$ cat src/core/debug_rom_oslock_map.vh
// Register selectors, field positions and reset values for the debug register group
`ifndef DEBUG_ROM_OSLOCK_MAP_VH
`define DEBUG_ROM_OSLOCK_MAP_VH

// Coprocessor register selectors (no memory-mapped offset exists)
`define SEL_ROM_TABLE_BASE 3'h0
`define SEL_BKPT_EXT_VALUE0 3'h1
`define SEL_BKPT_EXT_VALUE1 3'h2
`define SEL_OS_LOCK_ACCESS 3'h3
`define SEL_OS_LOCK_STATUS 3'h4

`define ROM_ADDR_HI_MSB 39
`define ROM_ADDR_HI_LSB 32
`define ROM_ADDR_LO_MSB 31
`define ROM_ADDR_LO_LSB 12
`define ROM_VALID_MSB 1
`define ROM_VALID_LSB 0
`define ROM_VALID_SET 2'h3
`define ROM_VALID_CLR 2'h0

`define VIRTUAL_MACHINE_ID_MSB 7
`define VIRTUAL_MACHINE_ID_RESET 8'h00

`define OS_LOCK_KEY 32'hC5ACCE55
`define LOCK_MODEL_VALUE 2'h2
`define LOCK_MODEL_LO_BIT 0
`define LOCK_HELD_BIT 1
`define WIDE_ACCESS_BIT 2
`define LOCK_MODEL_HI_BIT 3
`define LOCK_HELD_RESET 1'h0

`define CONTEXT_CMP_COUNT 4'h2
`define SR_COUNT_RESET 8'h00

`endif

$ cat src/core/debug_rom_oslock_regs.v
// Debug ROM table base, breakpoint extended value and OS lock registers
`timescale 1ns/1ps
`include "debug_rom_oslock_map.vh"

module debug_rom_oslock_regs #(
	parameter [39:12] ROM_TABLE_ADDR = 28'h0000000,
	parameter ROM_TABLE_PRESENT = 1,
	parameter LOCK_MODEL_PRESENT = 1
) (
	input wire clk,
	input wire reset,
	input wire cp_read,
	input wire cp_pair,
	input wire cp_write,
	input wire [2:0] cp_sel,
	input wire [31:0] cp_wdata,
	input wire sr_step,
	output reg [63:0] cp_rdata,
	output reg cp_rvalid,
	output reg [7:0] virtual_machine_id_pair0,
	output reg [7:0] virtual_machine_id_pair1,
	output reg os_locked,
	output reg [7:0] sr_count,
	output reg [3:0] context_cmp_count
);

	reg lock_held_flag_q;
	reg lock_held_flag_d;
	reg [7:0] sr_count_q;
	reg [7:0] sr_count_d;
	reg [63:0] rdata_d;
	reg [63:0] read_data_d;
	reg read_valid_d;
	reg [7:0] virtual_machine_id_pair0_d;
	reg [7:0] virtual_machine_id_pair1_d;
	reg os_locked_d;
	reg [7:0] sr_count_out_d;
	reg [3:0] context_cmp_count_d;
	reg [63:0] rom_table_base_reg;
	reg [31:0] os_lock_status_reg;
	reg [7:0] rom_addr_hi;
	reg [19:0] rom_addr_lo;
	reg [1:0] rom_valid_bits;
	wire [7:0] vmid0_q;
	wire [7:0] vmid1_q;
	wire [1:0] lock_model_field;
	wire key_write;
	wire lock_write;
	wire sel_rom_base;
	wire sel_ext_value0;
	wire sel_ext_value1;
	wire sel_lock_access;
	wire sel_lock_status;
	wire [63:0] rom_pair_view;
	wire [63:0] rom_single_view;
	wire [63:0] ext_value0_view;
	wire [63:0] ext_value1_view;
	wire [63:0] lock_status_view;
	wire [7:0] sr_count_inc;

	// One-hot decode of the selector
	sel_match #(
		.SEL_CODE(`SEL_ROM_TABLE_BASE)
	) sel_match_rom_i (
		.cp_sel(cp_sel),
		.hit(sel_rom_base)
	);

	sel_match #(
		.SEL_CODE(`SEL_BKPT_EXT_VALUE0)
	) sel_match_ext0_i (
		.cp_sel(cp_sel),
		.hit(sel_ext_value0)
	);

	sel_match #(
		.SEL_CODE(`SEL_BKPT_EXT_VALUE1)
	) sel_match_ext1_i (
		.cp_sel(cp_sel),
		.hit(sel_ext_value1)
	);

	sel_match #(
		.SEL_CODE(`SEL_OS_LOCK_ACCESS)
	) sel_match_access_i (
		.cp_sel(cp_sel),
		.hit(sel_lock_access)
	);

	sel_match #(
		.SEL_CODE(`SEL_OS_LOCK_STATUS)
	) sel_match_status_i (
		.cp_sel(cp_sel),
		.hit(sel_lock_status)
	);

	assign lock_write = cp_write & sel_lock_access;
	assign key_write = lock_write & (cp_wdata == `OS_LOCK_KEY);
	assign lock_model_field = LOCK_MODEL_PRESENT ?
		`LOCK_MODEL_VALUE : 2'h0;
	assign sr_count_inc = sr_count_q + 8'h01;

	// Extended value slots, one per context-compare breakpoint pair
	ext_value_slot #(
		.SLOT_SEL(`SEL_BKPT_EXT_VALUE0)
	) ext_value_slot0_i (
		.clk(clk),
		.reset(reset),
		.cp_write(cp_write),
		.cp_sel(cp_sel),
		.cp_wdata(cp_wdata),
		.virtual_machine_id_q(vmid0_q)
	);

	ext_value_slot #(
		.SLOT_SEL(`SEL_BKPT_EXT_VALUE1)
	) ext_value_slot1_i (
		.clk(clk),
		.reset(reset),
		.cp_write(cp_write),
		.cp_sel(cp_sel),
		.cp_wdata(cp_wdata),
		.virtual_machine_id_q(vmid1_q)
	);

	// ROM table fields; an absent table reads all zero with valid clear
	always @* begin
		rom_addr_hi = 8'h00;
		rom_addr_lo = 20'h00000;
		rom_valid_bits = `ROM_VALID_CLR;
		if (ROM_TABLE_PRESENT) begin
			rom_addr_hi = ROM_TABLE_ADDR[39:32];
			rom_addr_lo = ROM_TABLE_ADDR[31:12];
			rom_valid_bits = `ROM_VALID_SET;
		end
	end

	// Static base register view
	always @* begin
		rom_table_base_reg = 64'h0000000000000000;
		rom_table_base_reg[`ROM_ADDR_HI_MSB:`ROM_ADDR_HI_LSB] =
			rom_addr_hi;
		rom_table_base_reg[`ROM_ADDR_LO_MSB:`ROM_ADDR_LO_LSB] =
			rom_addr_lo;
		rom_table_base_reg[`ROM_VALID_MSB:`ROM_VALID_LSB] =
			rom_valid_bits;
	end

	always @* begin
		os_lock_status_reg = 32'h00000000;
		os_lock_status_reg[`LOCK_MODEL_LO_BIT] = lock_model_field[0];
		os_lock_status_reg[`LOCK_MODEL_HI_BIT] = lock_model_field[1];
		os_lock_status_reg[`LOCK_HELD_BIT] = lock_held_flag_q;
		os_lock_status_reg[`WIDE_ACCESS_BIT] = 1'b0;
	end

	// Read views; single reads return the low word only
	assign rom_pair_view = rom_table_base_reg;
	assign rom_single_view =
		{32'h00000000, rom_table_base_reg[31:0]};
	assign ext_value0_view = {56'h00000000000000, vmid0_q};
	assign ext_value1_view = {56'h00000000000000, vmid1_q};
	assign lock_status_view = {32'h00000000, os_lock_status_reg};

	always @* begin
		rdata_d = 64'h0000000000000000;
		case (cp_sel)
			`SEL_ROM_TABLE_BASE: begin
				if (cp_pair) begin
					rdata_d = rom_pair_view;
				end else begin
					rdata_d = rom_single_view;
				end
			end
			`SEL_BKPT_EXT_VALUE0: begin
				rdata_d = ext_value0_view;
			end
			`SEL_BKPT_EXT_VALUE1: begin
				rdata_d = ext_value1_view;
			end
			`SEL_OS_LOCK_STATUS: begin
				rdata_d = lock_status_view;
			end
			default: begin
				rdata_d = 64'h0000000000000000;
			end
		endcase
	end

	// Next value of the lock flag; the last lock access write decides
	always @* begin
		lock_held_flag_d = lock_held_flag_q;
		if (lock_write) begin
			lock_held_flag_d = key_write;
		end
	end

	// A key write wins over a step in the same cycle
	always @* begin
		sr_count_d = sr_count_q;
		if (key_write) begin
			sr_count_d = `SR_COUNT_RESET;
		end else if (sr_step) begin
			sr_count_d = sr_count_inc;
		end
	end

	// Next values of the registered outputs
	always @* begin
		read_data_d = 64'h0000000000000000;
		if (cp_read) begin
			read_data_d = rdata_d;
		end
		read_valid_d = cp_read;
		virtual_machine_id_pair0_d = vmid0_q;
		virtual_machine_id_pair1_d = vmid1_q;
		os_locked_d = lock_held_flag_q;
		sr_count_out_d = sr_count_q;
		context_cmp_count_d = `CONTEXT_CMP_COUNT;
	end

	always @(posedge clk) begin
		if (reset) begin
			lock_held_flag_q <= `LOCK_HELD_RESET;
		end else begin
			lock_held_flag_q <= lock_held_flag_d;
		end
	end

	always @(posedge clk) begin
		if (reset) begin
			sr_count_q <= `SR_COUNT_RESET;
		end else begin
			sr_count_q <= sr_count_d;
		end
	end

	always @(posedge clk) begin
		if (reset) begin
			cp_rdata <= 64'h0000000000000000;
		end else begin
			cp_rdata <= read_data_d;
		end
	end

	always @(posedge clk) begin
		if (reset) begin
			cp_rvalid <= 1'b0;
		end else begin
			cp_rvalid <= read_valid_d;
		end
	end

	always @(posedge clk) begin
		if (reset) begin
			virtual_machine_id_pair0 <= `VIRTUAL_MACHINE_ID_RESET;
		end else begin
			virtual_machine_id_pair0 <= virtual_machine_id_pair0_d;
		end
	end

	always @(posedge clk) begin
		if (reset) begin
			virtual_machine_id_pair1 <= `VIRTUAL_MACHINE_ID_RESET;
		end else begin
			virtual_machine_id_pair1 <= virtual_machine_id_pair1_d;
		end
	end

	always @(posedge clk) begin
		if (reset) begin
			os_locked <= 1'b0;
		end else begin
			os_locked <= os_locked_d;
		end
	end

	always @(posedge clk) begin
		if (reset) begin
			sr_count <= `SR_COUNT_RESET;
		end else begin
			sr_count <= sr_count_out_d;
		end
	end

	always @(posedge clk) begin
		if (reset) begin
			context_cmp_count <= 4'h0;
		end else begin
			context_cmp_count <= context_cmp_count_d;
		end
	end

endmodule

// Selector match: high while the selector names one register
module sel_match #(
	parameter [2:0] SEL_CODE = 3'h0
) (
	input wire [2:0] cp_sel,
	output wire hit
);

	assign hit = (cp_sel == SEL_CODE);

endmodule

// Extended value slot: keeps the VM ID byte of one breakpoint pair
module ext_value_slot #(
	parameter [2:0] SLOT_SEL = 3'h0
) (
	input wire clk,
	input wire reset,
	input wire cp_write,
	input wire [2:0] cp_sel,
	input wire [31:0] cp_wdata,
	output reg [7:0] virtual_machine_id_q
);

	wire slot_write;

	assign slot_write = cp_write & (cp_sel == SLOT_SEL);

	// Upper bits of the written word are dropped
	always @(posedge clk) begin
		if (reset) begin
			virtual_machine_id_q <= `VIRTUAL_MACHINE_ID_RESET;
		end else if (slot_write) begin
			virtual_machine_id_q <= cp_wdata[`VIRTUAL_MACHINE_ID_MSB:0];
		end
	end

endmodule

$ cat config.mk
export PLATFORM = sky130hd
export DESIGN_NAME = debug_rom_oslock_regs
export DESIGN_NICKNAME = d
export VERILOG_FILES = /design/src/core/debug_rom_oslock_regs.v
export VERILOG_INCLUDE_DIRS = /design/src /design/src/core
export SDC_FILE = /design/constraint.sdc
export NUM_CORES = 1
export LEC_CHECK = 0
export ABC_AREA = 1
export BUFFER_PORTS_ARGS = -buffer_cell sky130_fd_sc_hd__buf_2
export CORE_MARGIN = 2
export CORE_UTILIZATION = 40
export DETAILED_ROUTE_END_ITERATION = 10
export PLACE_DENSITY = 0.71
export REMOVE_ABC_BUFFERS = 1
export SYNTH_ARGS = -nofsm -noshare
export SYNTH_HDL_FRONTEND = slang
export SYNTH_SLANG_ARGS = --single-unit
$ cat constraint.sdc
create_clock -name clk -period 2.6 [get_ports clk]
set_clock_uncertainty 0.15 [all_clocks]
set_input_delay 0.65 -clock clk [delete_from_list [all_inputs] [get_ports clk]]
set_output_delay 0.65 -clock clk [all_outputs]
set_load 0.05 [all_outputs]
==> metrics <==
first-pass GRT wire length 7.58 mm; Pwr Total 2.20 mW; fin nets 445; CTS tree built; Synthesis Warnings 0; Die W 84.9 µm; postcts setup bufs 0; Synth Area in XOR/XNOR 0.0167; RSZ-0062 raised after global routing no; Die ar. 7200 µm²; IO Port Bufs 74; Post-Synth Simple-Gate Area 0.177; Starting Density 0.412; FP Rows 29; max-cap violations 0; #FFs+latches synth 60; most used routing layer met2; I/O pins about 140; global-route total usage across every layer 0.136; Yosys top cell area share 0.459; Num CTS Buffers 9; predominant post-synthesis flop cell dfxtp_1; post-synthesis instance total 324; Crit path max-delay family flip-flops; initial antenna violation count 0; Iter 0 DRT Violations 46; Final Hold Vio Count 0; crit path DAT 910 ps; Peak supply drop 0.000353 V; core footprint approximately 6300 µm²; most frequent cell after synthesis buf_4; PostCTS Resize Cnt 0; root buffer cell clkbuf_8; clk buf depth 2; fin crit period 1710 ps; total leakage power 1.54 nW; CP Cell Sequence buf_2; mux cell area share after synthesis 0; hold_buf cts 0; crit path kind flop to output port; DRT antenna net count 0; total wire length 5.01 mm; Pwr per Cell Area 725 nW/µm²; crit path max fanout 1; gpl congestion 0.822; area fraction in compound gates after synthesis 0.0923; ys async rst share 0; Mean Syn Cell Area between 8 and 9 µm²; GRT met2 Usage 0.220; outcome finished clean; Final Cycle Share 0.659; final setup violation count 0; area delta synth->final 16.2%; Synth Cell Area 2620 µm²; Critical Path End Type output port; Synth cell types 28; vias in the first global route 1668; clock insertion delay at the later pin of the skew report 330 ps; drt drc 0; dominant cells by area after synthesis dfxtp_1 46%, buf_4 18%, nor2_1 6.6%; fin. max-slew vios 0; Clock transition at path regs 70 ps; met3 usage 0.0486; Pre-Repair DR Iteration Count 4; highest-delay cell along the critical path dfxtp_1; met1 Track Usage GR 0.162; Critical Path Start Type flop; drt via density 4.18; hpwl dp about 3.8 mm; H-tree Lvls 3; Hold Path Class flop to flop; total gr overflow 0; ANT cells 0; die height approximately 85 µm; fraction of layout cells with a size suffix above 1 0.252; Max Clock Freq 584 MHz; clock sink count 60; Place WS 772 ps; Post-Synth Adder-Cell Area 0.00478; CP Data Required Time 1800 ps; via count 2025; post-synth top area cell dfxtp_1; max incr delay on CP roughly 330 ps; largest net degree at the start of global routing 26; largest family of logic cells by synthesized area buffers and inverters; Avg WL per Cell 10.3 µm; post-synthesis sequential area ratio 0.459; Final WS setup about 900 ps; final setup TNS 0 ps; WP buf/inv 1; most frequent cells after synthesis 61 x buf_4, 60 x dfxtp_1, 46 x nor2_1; number of synthesized flops with an enable pin 0
## logic make-up (layout without fill, tap and decap cells)
family,count (synthesis),in the layout
buffers and inverters,108,134
and+or+nand+nor,103,103
DFF,60,60
AOI/OAI and AO/OA,46,46
xor gates and xnor gates,5,5
adders and majority gates,1,1
other,1,59
## area by class of cell
cell class              instances  area (µm²)
clock buffers                  12         145
multi-input cells             214         982
flip-flops and latches         60        1200
well taps                      77        96.3
inverters                      42         158
repair buffers                 76         385
clock inverters                 4        72.6
fillers                       606        3310
## per-layer routing
metal	up-vias	routed length [µm]	part of all wire
met5	-	0	0
met4	0	80	0.016
met3	6	432	0.086
met2	92	2460	0.49
met1	888	2030	0.41
li1	1039	-	-
## stage by stage
stage                util  cells  cell area (µm²)  hold WS, ps
floorplan               -    316             2340          262
global placement    0.445    469             2820          284
detailed placement  0.445    469             2820          289
CTS                 0.479    485             3040          299
global route        0.479    485             3040          326
finish              0.479    485             3040          297
## layout by cell type, fill, tap and decap left out
cell type,count
bufinv_16,2
inv_1,40
nand3b_1,2
nand2_1,39
xnor2_1,1
nor3_1,1
o22ai_1,1
inv_2,2
ha_1,1
a21oi_1,23
nand3_2,2
xor2_1,4
nor2_1,46
conb_1,59
o21ai_2,2
clkinvlp_4,1
dfxtp_1,60
nand4_1,4
o21ai_0,18
o21ai_1,1
nor3_4,1
clkbuf_8,10
clkinv_2,1
nand2_4,3
nor2_2,2
nand3_1,2
buf_2,74
buf_4,2
clkbuf_1,2
or2_2,1
a211oi_1,1
## final timing paths
check / startpoint / to / slack (ps) / cells after the start
setup / recovery: virtual_machine_id_pair1[6]$_SDFF_PP0_ / virtual_machine_id_pair1[6] / 890 / 1
hold reg to reg: ext_value_slot0_i.virtual_machine_id_q[0]$_SDFFE_PP0P_ / virtual_machine_id_pair0[0]$_SDFF_PP0_ / 300 / 2
hold / removal: ext_value_slot0_i.virtual_machine_id_q[0]$_SDFFE_PP0P_ / virtual_machine_id_pair0[0]$_SDFF_PP0_ / 300 / 2
setup reg to reg: sr_count_out_d[0]$_SDFFE_PP0P_ / sr_count_out_d[6]$_SDFFE_PP0P_ / 1260 / 5
## power by group
part | switching, mW | internal (mW) | total [mW]
sequential | 0.00859 | 0.941 | 0.950
combinational | 0.292 | 0.0522 | 0.344
clock | 0.345 | 0.565 | 0.910
## registers in the layout, indices dropped and copies added, names as in the netlist
name,flops
sr_count,8
ext_value_slot0_i.virtual_machine_id_q,8
cp_rvalid,1
os_locked,1
context_cmp_count,1
virtual_machine_id_pair0,8
virtual_machine_id_pair1,8
lock_held_flag_q,1
sr_count_out_d,8
ext_value_slot1_i.virtual_machine_id_q,8
cp_rdata,8
## worst register-to-register path, cell delays in order, from the launching register on
cell and delay [ps]:
dfxtp_1 390, ha_1 190, nand4_1 140, nor2_1 140
xor2_1 160, nor2_1 70
Power figures use the tool's default switching activity.
